$ cat src/verilog/sgp_defs.svh
`ifndef SGP_DEFS_SVH
`define SGP_DEFS_SVH

// ----------------------------------------------------------------------------
// Register map and reset values
// ----------------------------------------------------------------------------
`define SGP_OFS_DATA      12'h000
`define SGP_OFS_DIR       12'h004
`define SGP_OFS_ANSEL     12'h008
`define SGP_OFS_LATCH     12'h00c
`define SGP_ADDR_W        12
`define SGP_NPINS         6
`define SGP_NOUT          5
`define SGP_DIR_RST       5'h1f
`define SGP_ANSEL_RST     6'h3f
`define SGP_LATCH_RST     5'h00

`endif

$ cat src/verilog/sgp_pkg.sv
package sgp_pkg;

    typedef enum logic [2:0] {
        SGP_REG_DATA,
        SGP_REG_DIR,
        SGP_REG_ANSEL,
        SGP_REG_LATCH,
        SGP_REG_NONE
    } sgp_reg_type;

endpackage : sgp_pkg
$ cat src/verilog/sgp_gpio_port.sv
`timescale 1ns/1ps
`include "sgp_defs.svh"

module sgp_gpio_port (
    input  wire logic        CLK,
    input  wire logic        RST,
    input  wire logic        PSEL,
    input  wire logic        PENABLE,
    input  wire logic        PWRITE,
    input  wire logic [11:0] PADDR,
    input  wire logic [31:0] PWDATA,
    input  wire logic [3:0]  PSTRB,
    output logic      [31:0] PRDATA,
    output logic             PREADY,
    output logic             PSLVERR,
    input  wire logic [5:0]  PIN_IN,
    output logic      [4:0]  PIN_OUT,
    output logic      [4:0]  PIN_OE,
    output logic      [5:0]  ANALOG_EN,
    input  wire logic        CMP3_EN,
    input  wire logic        CMP3_OUT,
    input  wire logic        SCLK_EN,
    input  wire logic        SCLK_OUT,
    input  wire logic        TX_EN,
    input  wire logic        TX_OUT,
    input  wire logic        SDATA_EN,
    input  wire logic        SDATA_OUT,
    input  wire logic        CMP4_EN,
    input  wire logic        CMP4_OUT,
    input  wire logic        CMP5_EN,
    input  wire logic        CMP5_OUT
);

    // ------------------------------------------------------------------------
    // State
    // ------------------------------------------------------------------------
    logic [4:0]            dir;
    logic [5:0]            ansel;
    logic [4:0]            latch;
    logic [5:0]            pin_sample;
    logic [4:0]            next_pin_val;
    logic [4:0]            next_latch;
    logic [31:0]           next_rdata;
    logic                  setup;
    logic                  wr_fire;
    sgp_pkg::sgp_reg_type  sel;

    function automatic sgp_pkg::sgp_reg_type decode(input logic [11:0] addr);
        unique case (addr)
            `SGP_OFS_DATA:  decode = sgp_pkg::SGP_REG_DATA;
            `SGP_OFS_DIR:   decode = sgp_pkg::SGP_REG_DIR;
            `SGP_OFS_ANSEL: decode = sgp_pkg::SGP_REG_ANSEL;
            `SGP_OFS_LATCH: decode = sgp_pkg::SGP_REG_LATCH;
            default:        decode = sgp_pkg::SGP_REG_NONE;
        endcase
    endfunction : decode

    assign sel     = decode(PADDR);
    assign setup   = PSEL && !PENABLE;
    assign wr_fire = PSEL && PENABLE && PREADY && PWRITE;

    // ------------------------------------------------------------------------
    // Pin sampling
    // ------------------------------------------------------------------------
    // Pins are taken as synchronous; one sample stage gives a stable image for
    // reads and for the read-modify-write merge.
    always_ff @(posedge CLK) begin
        if (RST) begin
            pin_sample <= 6'h00;
        end else begin
            pin_sample <= PIN_IN;
        end
    end

    // ------------------------------------------------------------------------
    // APB slave: one wait-free access phase, answer registered
    // ------------------------------------------------------------------------
    always_comb begin
        next_rdata = 32'h0000_0000;
        unique case (sel)
            sgp_pkg::SGP_REG_DATA:  next_rdata[5:0] = pin_sample & ~ansel;
            sgp_pkg::SGP_REG_DIR:   next_rdata[5:0] = {1'b1, dir};
            sgp_pkg::SGP_REG_ANSEL: next_rdata[5:0] = ansel;
            sgp_pkg::SGP_REG_LATCH: next_rdata[4:0] = latch;
            sgp_pkg::SGP_REG_NONE:  next_rdata = 32'h0000_0000;
        endcase
    end

    always_ff @(posedge CLK) begin
        if (RST) begin
            PREADY  <= 1'b0;
            PSLVERR <= 1'b0;
            PRDATA  <= 32'h0000_0000;
        end else begin
            PREADY  <= setup;
            PSLVERR <= setup && (sel == sgp_pkg::SGP_REG_NONE);
            if (setup && !PWRITE) begin
                PRDATA <= next_rdata;
            end
        end
    end

    // ------------------------------------------------------------------------
    // Registers
    // ------------------------------------------------------------------------
    // A data write merges the sampled pin levels into the lanes not written.
    // With analog pins this reads zero, which software must expect.
    always_comb begin
        next_latch = latch;
        if (sel == sgp_pkg::SGP_REG_DATA) begin
            next_latch = PSTRB[0] ? PWDATA[4:0] : (pin_sample[4:0] & ~ansel[4:0]);
        end else if (sel == sgp_pkg::SGP_REG_LATCH && PSTRB[0]) begin
            next_latch = PWDATA[4:0];
        end
    end

    always_ff @(posedge CLK) begin
        if (RST) begin
            latch <= `SGP_LATCH_RST;
        end else if (wr_fire) begin
            latch <= next_latch;
        end
    end

    always_ff @(posedge CLK) begin
        if (RST) begin
            dir <= `SGP_DIR_RST;
        end else if (wr_fire && sel == sgp_pkg::SGP_REG_DIR && PSTRB[0]) begin
            dir <= PWDATA[4:0];
        end
    end

    always_ff @(posedge CLK) begin
        if (RST) begin
            ansel <= `SGP_ANSEL_RST;
        end else if (wr_fire && sel == sgp_pkg::SGP_REG_ANSEL && PSTRB[0]) begin
            ansel <= PWDATA[5:0];
        end
    end

    // ------------------------------------------------------------------------
    // Pin drivers
    // ------------------------------------------------------------------------
    sgp_out_mux u_mux (
        .latch     (latch),
        .cmp3_en   (CMP3_EN),
        .cmp3_val  (CMP3_OUT),
        .sclk_en   (SCLK_EN),
        .sclk_val  (SCLK_OUT),
        .tx_en     (TX_EN),
        .tx_val    (TX_OUT),
        .sdata_en  (SDATA_EN),
        .sdata_val (SDATA_OUT),
        .cmp4_en   (CMP4_EN),
        .cmp4_val  (CMP4_OUT),
        .cmp5_en   (CMP5_EN),
        .cmp5_val  (CMP5_OUT),
        .pin_val   (next_pin_val)
    );

    // Pin 5 has no driver at all, so it can never be driven.
    always_ff @(posedge CLK) begin
        if (RST) begin
            PIN_OE    <= 5'h00;
            PIN_OUT   <= 5'h00;
            ANALOG_EN <= `SGP_ANSEL_RST;
        end else begin
            PIN_OE    <= ~dir;
            PIN_OUT   <= next_pin_val;
            ANALOG_EN <= ansel;
        end
    end

    // ------------------------------------------------------------------------
    // Checks
    // ------------------------------------------------------------------------
    property p_oe_dir;
        @(posedge CLK) disable iff (RST)
        ##1 PIN_OE == ~$past(dir);
    endproperty
    a_oe_dir: assert property (p_oe_dir) else $error("driver enable not following direction");

    property p_drive_latch;
        @(posedge CLK) disable iff (RST)
        (!CMP4_EN && !dir[3]) |=> (PIN_OE[3] && PIN_OUT[3] == $past(latch[3]));
    endproperty
    a_drive_latch: assert property (p_drive_latch) else $error("output pin not driven from latch");

    property p_upper_zero;
        @(posedge CLK) disable iff (RST)
        (setup && !PWRITE && sel == sgp_pkg::SGP_REG_DATA) |=> PREADY && PRDATA[31:6] == 26'h0;
    endproperty
    a_upper_zero: assert property (p_upper_zero) else $error("data upper bits not zero");

    property p_dir_bit5;
        @(posedge CLK) disable iff (RST)
        (setup && !PWRITE && sel == sgp_pkg::SGP_REG_DIR) |=> PRDATA[7:5] == 3'b001;
    endproperty
    a_dir_bit5: assert property (p_dir_bit5) else $error("direction bit 5 not one");

    property p_analog_zero;
        @(posedge CLK) disable iff (RST)
        (setup && !PWRITE && sel == sgp_pkg::SGP_REG_DATA) |=>
            (PRDATA[5:0] & $past(ansel)) == 6'h00;
    endproperty
    a_analog_zero: assert property (p_analog_zero) else $error("analog pin read nonzero");

    property p_rmw_merge;
        @(posedge CLK) disable iff (RST)
        (wr_fire && sel == sgp_pkg::SGP_REG_DATA && !PSTRB[0]) |=>
            latch == ($past(pin_sample[4:0]) & ~$past(ansel[4:0]));
    endproperty
    a_rmw_merge: assert property (p_rmw_merge) else $error("read-modify-write merge wrong");

    property p_reset_vals;
        @(posedge CLK)
        $past(RST) |-> (ansel == `SGP_ANSEL_RST && dir == `SGP_DIR_RST);
    endproperty
    a_reset_vals: assert property (p_reset_vals) else $error("reset values wrong");

    property p_prio_p1;
        @(posedge CLK) disable iff (RST)
        (SCLK_EN && TX_EN) |=> PIN_OUT[1] == $past(SCLK_OUT);
    endproperty
    a_prio_p1: assert property (p_prio_p1) else $error("pin 1 priority wrong");

    property p_analog_drive;
        @(posedge CLK) disable iff (RST)
        (CMP3_EN && ansel[0]) |=> PIN_OUT[0] == $past(CMP3_OUT);
    endproperty
    a_analog_drive: assert property (p_analog_drive) else $error("analog pin lost output function");

    property p_ready_one;
        @(posedge CLK) disable iff (RST)
        setup |=> PREADY ##1 !PREADY;
    endproperty
    a_ready_one: assert property (p_ready_one) else $error("ready not a single cycle");

    // ------------------------------------------------------------------------
    // Register and priority checks
    // ------------------------------------------------------------------------
    // These pin down each register on its own; dir's hold check covers writes to other registers, latch's only cycles with no write and ansel has none,
    // so a decode slip that lands a write in dir shows up at the edge where it happens, but a slip into ansel or latch does not.
    property p_dir_write;
        @(posedge CLK) disable iff (RST)
        (wr_fire && sel == sgp_pkg::SGP_REG_DIR && PSTRB[0]) |=> dir == $past(PWDATA[4:0]);
    endproperty
    a_dir_write: assert property (p_dir_write) else $error("direction write lost");

    property p_dir_hold;
        @(posedge CLK) disable iff (RST)
        !(wr_fire && sel == sgp_pkg::SGP_REG_DIR) |=> $stable(dir);
    endproperty
    a_dir_hold: assert property (p_dir_hold) else $error("direction changed without a write");

    property p_dir_read;
        @(posedge CLK) disable iff (RST)
        (setup && !PWRITE && sel == sgp_pkg::SGP_REG_DIR) |=>
            PRDATA[31:6] == 26'h0 && PRDATA[4:0] == $past(dir);
    endproperty
    a_dir_read: assert property (p_dir_read) else $error("direction read wrong");

    property p_ansel_write;
        @(posedge CLK) disable iff (RST)
        (wr_fire && sel == sgp_pkg::SGP_REG_ANSEL && PSTRB[0]) |=> ansel == $past(PWDATA[5:0]);
    endproperty
    a_ansel_write: assert property (p_ansel_write) else $error("analog select write lost");

    property p_ansel_read;
        @(posedge CLK) disable iff (RST)
        (setup && !PWRITE && sel == sgp_pkg::SGP_REG_ANSEL) |=> PRDATA == {26'h0, $past(ansel)};
    endproperty
    a_ansel_read: assert property (p_ansel_read) else $error("analog select read wrong");

    property p_analog_copy;
        @(posedge CLK) disable iff (RST)
        1'b1 |=> ANALOG_EN == $past(ansel);
    endproperty
    a_analog_copy: assert property (p_analog_copy) else $error("analog enable not following select");

    property p_data_write;
        @(posedge CLK) disable iff (RST)
        (wr_fire && sel == sgp_pkg::SGP_REG_DATA && PSTRB[0]) |=> latch == $past(PWDATA[4:0]);
    endproperty
    a_data_write: assert property (p_data_write) else $error("data write did not reach latch");

    property p_latch_hold;
        @(posedge CLK) disable iff (RST)
        !wr_fire |=> $stable(latch);
    endproperty
    a_latch_hold: assert property (p_latch_hold) else $error("latch changed without a write");

    property p_data_pins;
        @(posedge CLK) disable iff (RST)
        (setup && !PWRITE && sel == sgp_pkg::SGP_REG_DATA && ansel == 6'h00) |=>
            PRDATA[5:0] == $past(pin_sample);
    endproperty
    a_data_pins: assert property (p_data_pins) else $error("digital pin read wrong");

    property p_rdata_hold;
        @(posedge CLK) disable iff (RST)
        !(setup && !PWRITE) |=> $stable(PRDATA);
    endproperty
    a_rdata_hold: assert property (p_rdata_hold) else $error("read data moved without a read");

    // Direction alone gates the drivers; analog mode must not drop them.
    property p_oe_analog;
        @(posedge CLK) disable iff (RST)
        (ansel[0] && !dir[0]) |=> PIN_OE[0];
    endproperty
    a_oe_analog: assert property (p_oe_analog) else $error("analog mode turned a driver off");

    property p_analog_out;
        @(posedge CLK) disable iff (RST)
        (!CMP3_EN && ansel[0] && !dir[0]) |=> PIN_OE[0] && PIN_OUT[0] == $past(latch[0]);
    endproperty
    a_analog_out: assert property (p_analog_out) else $error("analog pin lost its latch drive");

    // The peripheral enables pick the value only; the driver enable stays with direction.
    property p_prio_p0;
        @(posedge CLK) disable iff (RST)
        !CMP3_EN |=> PIN_OUT[0] == $past(latch[0]);
    endproperty
    a_prio_p0: assert property (p_prio_p0) else $error("pin 0 not from latch");

    property p_prio_tx;
        @(posedge CLK) disable iff (RST)
        (!SCLK_EN && TX_EN) |=> PIN_OUT[1] == $past(TX_OUT);
    endproperty
    a_prio_tx: assert property (p_prio_tx) else $error("pin 1 transmit priority wrong");

    property p_prio_p2;
        @(posedge CLK) disable iff (RST)
        SDATA_EN |=> PIN_OUT[2] == $past(SDATA_OUT);
    endproperty
    a_prio_p2: assert property (p_prio_p2) else $error("pin 2 priority wrong");

    property p_prio_p3;
        @(posedge CLK) disable iff (RST)
        CMP4_EN |=> PIN_OUT[3] == $past(CMP4_OUT);
    endproperty
    a_prio_p3: assert property (p_prio_p3) else $error("pin 3 priority wrong");

    property p_prio_p4;
        @(posedge CLK) disable iff (RST)
        CMP5_EN |=> PIN_OUT[4] == $past(CMP5_OUT);
    endproperty
    a_prio_p4: assert property (p_prio_p4) else $error("pin 4 priority wrong");

endmodule : sgp_gpio_port

$ cat src/verilog/sgp_out_mux.sv
`timescale 1ns/1ps
`include "sgp_defs.svh"

module sgp_out_mux (
    input  wire logic [4:0] latch,
    input  wire logic       cmp3_en,
    input  wire logic       cmp3_val,
    input  wire logic       sclk_en,
    input  wire logic       sclk_val,
    input  wire logic       tx_en,
    input  wire logic       tx_val,
    input  wire logic       sdata_en,
    input  wire logic       sdata_val,
    input  wire logic       cmp4_en,
    input  wire logic       cmp4_val,
    input  wire logic       cmp5_en,
    input  wire logic       cmp5_val,
    output logic      [4:0] pin_val
);

    // ------------------------------------------------------------------------
    // Fixed output priority, highest first, latch last
    // ------------------------------------------------------------------------
    // Analog select is deliberately not an input here, so analog pins keep
    // their digital drivers.
    always_comb begin
        pin_val[0] = cmp3_en ? cmp3_val : latch[0];
        if (sclk_en) begin
            pin_val[1] = sclk_val;
        end else if (tx_en) begin
            pin_val[1] = tx_val;
        end else begin
            pin_val[1] = latch[1];
        end
        pin_val[2] = sdata_en ? sdata_val : latch[2];
        pin_val[3] = cmp4_en ? cmp4_val : latch[3];
        pin_val[4] = cmp5_en ? cmp5_val : latch[4];
    end

endmodule : sgp_out_mux

$ cat config.mk
export PLATFORM = sky130hd
export DESIGN_NAME = sgp_gpio_port
export DESIGN_NICKNAME = d
export VERILOG_FILES = /design/src/verilog/sgp_pkg.sv /design/src/verilog/sgp_gpio_port.sv /design/src/verilog/sgp_out_mux.sv
export VERILOG_INCLUDE_DIRS = /design/src /design/src/verilog
export SDC_FILE = /design/constraint.sdc
export NUM_CORES = 1
export LEC_CHECK = 0
export ABC_AREA = 1
export BUFFER_PORTS_ARGS = -buffer_cell sky130_fd_sc_hd__buf_4
export CAP_MARGIN = 20
export CORE_AREA = 2 2 82 76
export DETAILED_ROUTE_END_ITERATION = 6
export DIE_AREA = 0 0 84 78
export GPL_TIMING_DRIVEN = 0
export PLACE_DENSITY = 0.8
export SLEW_MARGIN = 40
export SYNTH_ARGS = -nofsm -noshare
export SYNTH_HDL_FRONTEND = slang
export SYNTH_SLANG_ARGS = --single-unit
$ cat constraint.sdc
create_clock -name CLK -period 1.13 [get_ports CLK]
set_input_delay 0.113 -clock CLK [delete_from_list [all_inputs] [get_ports CLK]]
set_output_delay 0.113 -clock CLK [all_outputs]
set_load 0.005 [all_outputs]
# --- Yosys cells after proc, flatten, opt, wreduce, memory -nomap -nowiden ---
# Cells that the tools add are included.
totals:
  ff_bits: 46
  in_bits: 71
classes:
  eq_ne: 7
  n_mux: 12
  n_bitwise: 5
  reduce_logical: 17
op_table:
  columns: ["op", "count"]
  rows:
  - ["$pmux W5 S5", 1]
  - ["$eq A12 B4 Y1 const B", 2]
  - ["$mux W5", 3]
  - ["$eq A12 B3 Y1 const B", 1]
  - ["$logic_not A12 Y1", 1]
  - ["$pmux W3 S4", 1]
  - ["$logic_and A1 B1 Y1", 11]
  - ["$not A5 Y5", 2]
  - ["$and A6 B6 Y6", 1]
  - ["$eq A3 B2 Y1 const B", 2]
  - ["$mux W1", 6]
  - ["$not A6 Y6", 1]
  - ["$and A5 B5 Y5", 1]
  - ["$eq A3 B1 Y1 const B", 1]
  - ["$eq A3 B3 Y1 const B", 1]
  - ["$logic_not A3 Y1", 1]
  - ["$pmux W1 S3", 1]
  - ["$logic_not A1 Y1", 2]
  - ["$reduce_and A2 Y1", 1]
  - ["$reduce_bool A2 Y1", 1]

# --- Longest topological paths before layout ---
# Gate-level depths: netlist of the first run.
depth:
  word_depth: 6
  mapped_depth: 10

# --- By module ---
# Synthesis of the first run repeated with hierarchy kept, for this count alone.
unflattened:
  hier_cells: 312
  hier_area_um2: 2273.4
by_module_without_submodules:
  columns: ["mod", "n_inst", "cells_each", "area_per_inst_um2", "seq_area_each_um2"]
  rows:
  - ["sgp_gpio_port", 1, 291, 2188.3, 920.9]
  - ["sgp_out_mux", 1, 21, 85.1, 0.0]

# --- Least setup slack after synthesis of the first run ---
# OpenSTA, ideal clock, no wires.
synth_timing:
  kind: "flip-flop to flip-flop"
  start: "register PREADY"
  end: "register ansel[1]"
  arrival_ns: 1.015
  path_slack_ns: -0.024
  path_stages_with_launch: 7
  path_buffers: 1
  period_less_slack_ns: 1.154
  path_cell_list: "dfxtp_1 nand4_1 inv_1 nand4_2 buf_6 nand2_1 o211ai_2"
synth_between:
  elab_chain_len: 4
synth_rtl:
  columns: ["item", "line", "text"]
  rows:
  - ["start, declared", "sgp_gpio_port.sv:14", "output logic PREADY,"]
  - ["start signal, assigned", "sgp_gpio_port.sv:95", "PREADY <= setup;"]
  - ["$logic_and A1 B1 Y1 (2 in series)", "sgp_gpio_port.sv:60", "assign wr_fire = PSEL && PENABLE && PREADY && PWRITE;"]
  - ["$logic_and A1 B1 Y1 (2 in series)", "sgp_gpio_port.sv:136", "end else if (wr_fire && sel == sgp_pkg::SGP_REG_ANSEL && PSTRB[0]) begin"]
  - ["end signal, assigned", "sgp_gpio_port.sv:135", "ansel <= `SGP_ANSEL_RST;"]
  - ["end signal, assigned", "sgp_gpio_port.sv:137", "ansel <= PWDATA[5:0];"]
  - ["end, declared", "sgp_gpio_port.sv:38", "logic [5:0] ansel;"]
# No other way between the ends.
# A chain may end at the register's enable or synchronous reset.

# --- Final worst setup path of the first run ---
# Ends and elaborated chain as after synthesis.

==> results of run 1 <==
registers in the layout, indices dropped and copies added (netlist names):
name,flops
ansel,6
dir,5
ANALOG_EN,6
latch,5
PSLVERR,1
PIN_OE,5
PRDATA,6
PREADY,1
pin_sample,6
PIN_OUT,5
stage by stage:
| stage | hold WS (ns) | TNS [ns] | cells |
|---|---|---|---|
| after global placement | 0.299 | -3.04 | 442 |
| after detailed placement | 0.302 | -4.14 | 442 |
| final | 0.00452 | -0.0386 | 460 |
| after global routing | 0.00574 | -0.427 | 460 |
| after CTS | 0.00168 | -0.0484 | 459 |
| after floorplan | 0.206 | 0 | 307 |
synthesized netlist by cell type (all sizes together):
| library cell | number |
|---|---|
| conb | 1 |
| nor3b | 1 |
| nor3 | 2 |
| or2 | 5 |
| nand3 | 27 |
| o21ai | 18 |
| nor2 | 40 |
| a21oi | 12 |
| nand4 | 8 |
| mux2 | 1 |
| buf | 29 |
| nand3b | 1 |
| o211ai | 11 |
| inv | 31 |
| dfxtp | 46 |
| clkbuf | 4 |
| nand2 | 43 |
| clkinv | 2 |
cell families after synthesis:
kind of cell / count (synthesis) / synth area share, %
simple gates: 127 / 30.0
buf+inv: 66 / 16.4
flops: 46 / 41.2
compound gates: 41 / 11.7
mux: 1 / 0.503
other cells: 1 / 0.168
worst max-delay path: cells and delay by family (launching register included):
kind | cells | cell delay, ns
buffers and inverters | 2 | 0.32
AO/OA/AOI/OAI | 1 | 0.06
flip-flops | 1 | 0.33
AND/OR/NAND/NOR | 3 | 0.29
per-layer routing:
| metal | vias to the layer above | wire, um | GRT usage (%) |
|---|---|---|---|
| met5 | - | 0 | 0 |
| met4 | 0 | 101 | 5.97 |
| met3 | 13 | 481 | 4.68 |
| met2 | 92 | 2800 | 30.9 |
| met1 | 933 | 2160 | 20.3 |
| li1 | 1076 | - | - |
worst paths after layout:
kind / to / slack, ns
max: ansel[1] / -0.01
min: pin_sample[1] / 0.005
max reg2reg: ansel[1] / -0.01
min reg2reg: PIN_OE[2] / 0.46
final cells by class:
type,instances,area share [%]
plain buffers,33,7.60
clock buffers,5,2.20
clock inverters,3,0.680
inverters,33,4.20
multi-input cells,195,34.6
flip-flops and latches,46,29.5
well taps,70,2.80
repair buffers,75,18.4
cells in the final DEF, fill, tap and decap left out:
master / synthesis / layout
a21oi_1: 12 / 11
a21oi_2: 0 / 1
buf_2: 0 / 1
buf_4: 28 / 96
buf_6: 1 / 1
clkbuf_1: 3 / 3
clkbuf_2: 1 / 1
clkbuf_8: 0 / 5
clkinv_2: 1 / 1
clkinv_4: 1 / 2
clkinvlp_4: 0 / 1
conb_1: 1 / 26
dfxtp_1: 46 / 45
dfxtp_2: 0 / 1
dlygate4sd3_1: 0 / 6
inv_1: 30 / 29
inv_2: 1 / 2
inv_4: 0 / 1
mux2_2: 1 / 1
nand2_1: 38 / 33
nand2_2: 2 / 7
nand2_4: 3 / 2
nand2_8: 0 / 1
nand3_1: 26 / 26
nand3_2: 1 / 1
nand3b_1: 1 / 1
nand4_1: 6 / 6
nand4_4: 1 / 2
nor2_1: 32 / 31
nor2_2: 2 / 2
nor2_4: 5 / 6
nor2_8: 1 / 1
nor3_1: 2 / 2
nor3b_2: 1 / 1
o211ai_1: 5 / 5
o211ai_2: 6 / 6
o21ai_0: 8 / 8
o21ai_1: 10 / 10
or2_2: 5 / 5
where the power goes:
| group | switching [mW] | internal [mW] | leakage [nW] |
|---|---|---|---|
| Clock | 0.584 | 0.435 | 0.0441 |
| Sequential | 0.00666 | 1.65 | 0.375 |
| Combinational | 0.188 | 0.219 | 1.16 |
| Total | 0.779 | 2.30 | 1.58 |
what timing repair did:
action	in CTS	in global routing
hold buffers	6	0
cloned	1	0
setup buffers	2	1
setup endpoints to repair	10	15
endpoints found under the hold margin	6	0
pin swaps	1	1
gates resized for setup	6	6
==> flow_summary.toml, run 1 <==
[worst_setup_path]
worstSetupPathType = "reg2reg"
path_cells = "nand4_1 -> inv_2 -> nand4_4 -> buf_6 -> nand2_2 -> o211ai_2"
startpoint = "PREADY"
critical-path-max-stage-delay_ns = 0.33
cp_max_fo = 5
worstReg2RegStart = "PREADY"
cp_slowest_cell = "dfxtp_2"
start_kind = "register"
cp-end-kind = "register"
crit_required_ns = 1.30
rr_worst_depth = 6
cp_data_arrival_time_ns = 1.31

[timing]
rsz0062_at_grt = "true"
tightest_slew_ns = 0.617
finalHoldViolations = 0
fin_crit_ns = 1.14
setup_viol = 4
fin_crit_sh_pct = 101
setup_slack_ns = -0.0113
timing.slew.headroom_pct = 58.8
final_max_slew_viol_count = 0
clock_skew_ns = 0.00724
max_freq_mhz = 876

[final_layout]
nNetsFinal = 460
fillerInstances = 536
final_core_util_pct = 55.6
regArea_um2 = 922
multi_input_area_mm2 = 0.00108
drive_gt1_share_pct = 37.9
design_area_mm2 = 0.00313
syn_to_final_growth_pct = 39.8
antennaDiodeCount = 0

[route]
viasPerCell = 4.60
vias = 2114
route.detailed.drc = 0
drtPass1Iterations = 4
drtIter0Drc = 122
wire_per_inst_um = 12.0
routed_wl_mm = 5.54
ant_nets = 0

[grt]
antenna_found_initial = 0
grtUsageTotal_pct = 17.4
grt_max_degree = 16
grt_pass1_vias = 2063
grt_first_pass_wirelength_mm = 9.07
grt_overflow = 0

[place]
place_area_mm2 = 0.00291
dp_hpwl_mm = 4.18
place_congestion = 0.861
pre_cts_ws_ns = -0.248
port_buffers = 65

[yosys]
ys_seq_area_share_pct = 41.2
avgSynthCellArea_um2 = 7.93
synthTopCellsByArea = "dfxtp_1, buf_4, nand2_1"
synth_area_mm2 = 0.00224
postSynthCellCount = 282
netlist.area_leader.share_pct = 41.2
yosysTopAreaCell = "dfxtp_1"
yosys_register_bits = 46
synth_warnings = 0
ys_types = 32

[floorplanning]
io_pins = 121
rows = 26
start_util_pct = 39.8
die_w_um = 84
die_area_mm2 = 0.00655
die_h_um = 78
core_area_mm2 = 0.00563

[clock_network]
numCtsBuffers = 5
clock_path_buffers = 2
cts_tree = "done"
clock_latency_ns = 0.31
htreeDepth = 2
clkSinkCount = 46
cts_root_buf = "clkbuf_8"
clk_pin_slew_ns = 0.08

[flow_run]
maxCapViolations = 0

[min_path]
hold_class = "in2reg"
hp-start = "PIN_IN[1]"
hold_depth = 3

[status]
violations = "setup timing"
status = "finished with violations"

[power]
power.leakage_nw = 1.58
irDropWorstVdd_uv = 491
p_total_mw = 3.08
power_density_mw_per_mm2 = 984
Power figures use the tool's default switching activity.
==> run 2, diff against run 1 <==
==> constraint.sdc (replaced) <==
create_clock -name CLK -period 1.13 [get_ports CLK]
set_input_delay 0.113 -clock CLK [delete_from_list [all_inputs] [get_ports CLK]]
set_output_delay 0.113 -clock CLK [all_outputs]
set_load 0.01 [all_outputs]
==> run 2 against run 1 <==
Combinational power is 5% higher. Largest cell class unchanged. Sequential share of layout area increased by 0.46 points. Sequential power is essentially flat. Non-clock buffer count is 2 lower. The flow now finishes without violations. Register-to-register slack barely moved. Global-route usage fell by 0.39 points. Fmax is 1.0% higher. Clock skew fell by 0.0022 ns.
==> flow_summary.toml, run 2 (synthesis gave the netlist of run 1 again) <==
[clock_network]
htreeDepth = 2
clock_path_buffers = 2
clock_latency_ns = 0.30
clkSinkCount = 46
cts_tree = "done"
numCtsBuffers = 5
cts_root_buf = "clkbuf_8"
clk_pin_slew_ns = 0.08

[status]
status = "complete, no violations"

[final_layout]
antennaDiodeCount = 0
fillerInstances = 561
nNetsFinal = 458
syn_to_final_growth_pct = 37.7
instances_no_fill = 457
mostFrequentLayoutCells = "buf_4, dfxtp_1, nand2_1"
mostFrequentLayoutCell = "buf_4"
drive_gt1_share_pct = 37.2
final_core_util_pct = 54.7

[grt]
grt_overflow = 0
grt_pass1_vias = 2007
antenna_found_initial = 0
grt_first_pass_wirelength_mm = 8.89
grt_max_degree = 14
grtUsageTotal_pct = 17.0

[timing]
finalSetupTns_ns = 0
finalHoldViolations = 0
max_freq_mhz = 885
fin_crit_ns = 1.13
fin_crit_sh_pct = 100
rsz0062_at_grt = "true"
tightest_slew_ns = 0.617
setup_viol = 0
clock_skew_ns = 0.00502
setup_slack_ns = 0.000333
final_max_slew_viol_count = 0
timing.slew.headroom_pct = 58.9

[floorplanning]
core_area_mm2 = 0.00563
start_util_pct = 39.8
rows = 26
io_pins = 121
die_area_mm2 = 0.00655
die_w_um = 84
die_h_um = 78

[place]
dp_hpwl_mm = 4.19
place_congestion = 0.866
pre_cts_ws_ns = -0.235
port_buffers = 65
placed_cells = 442

[worst_setup_path]
cp-end-kind = "register"
critical-path-max-stage-delay_ns = 0.33
start_kind = "register"
cp_data_arrival_time_ns = 1.30
cp_slowest_cell = "dfxtp_2"
path_cells = "nand4_1 -> inv_2 -> nand4_4 -> buf_6 -> nand2_1 -> o211ai_2"
crit_required_ns = 1.30
worstSetupPathType = "reg2reg"
cp_max_fo = 5

[min_path]
hold_class = "in2reg"

[route]
wire_per_inst_um = 11.8
drtPass1Iterations = 4
routed_wl_mm = 5.38
ant_nets = 0
drtIter0Drc = 147
vias = 2120
route.detailed.drc = 0
viasPerCell = 4.64

[power]
irDropWorstVdd_uv = 517
power_density_mw_per_mm2 = 988
power.leakage_nw = 1.58

[flow_run]
maxCapViolations = 0
## run 2: cell count changes in the layout (fill, tap and decap cells not counted), sizes merged
cell         delta
dlygate4sd3     -2
clkinv          -1
inv             -1
clkbuf          +1
## run 2: report_power, final
group          internal [mW]  switching (mW)
Clock                  0.425           0.539
Sequential              1.65         0.00730
Combinational          0.216           0.211
## run 2: metrics by stage
| stage | power [mW] | cell area [um^2] | hold slack (ns) |
|---|---|---|---|
| 2_1_floorplan | 1.92 | 2330 | 0.206 |
| 3_3_place_gp | 2.09 | 2910 | 0.300 |
| 3_5_place_dp | 2.10 | 2910 | 0.303 |
| 4_1_cts | 3.08 | 3060 | 0.00138 |
| 5_1_grt | 3.19 | 3080 | 0.00300 |
| 6_report | 3.04 | 3080 | 0.00859 |
## run 2: area by class of cell
cell class / count / area (um^2) / share of cell area (%)
tap: 70 / 87.6 / 2.84
inverter: 33 / 134 / 4.35
multi-input combinational: 195 / 1060 / 34.5
sequential: 46 / 922 / 29.9
clock inverter: 1 / 7.51 / 0.244
buffer: 33 / 238 / 7.72
clock buffer: 6 / 72.6 / 2.36
timing repair buffer: 73 / 556 / 18.0
## run 2: repair_timing
action,4_1_cts,5_1_grt
gates cloned,1,0
endpoints found under the setup margin,4,12
endpoints found under the hold margin,4,0
setup buffers,2,1
pin swaps,1,0
hold buffers,4,0
resized for setup,1,7
## run 2: critical path: cells and delay by family, from the launching register on
kind                   cells  cell delay, ns
AO/OA/AOI/OAI              1            0.07
flip-flops                 1            0.33
buffers and inverters      2            0.30
AND/OR/NAND/NOR            3            0.29
## run 2: path summary, 6_finish.rpt
| check | startpoint | to | slack, ns | depth (start not counted) |
|---|---|---|---|---|
| setup / recovery | PREADY | ansel[1] | 0.0003 | 6 |
| hold / removal | PIN_IN[2] | pin_sample[2] | 0.009 | 3 |
| setup reg to reg | PREADY | ansel[1] | 0.0003 | 6 |
| hold reg to reg | dir[1] | PIN_OE[1] | 0.45 | 1 |
## run 2: routing by layer
metal	track usage, %	vias to the layer above	wire length (um)
li1	-	1071	-
met1	19.7	960	2180
met2	29.9	79	2700
met3	4.68	10	406
met4	6.45	0	91
met5	0	-	0
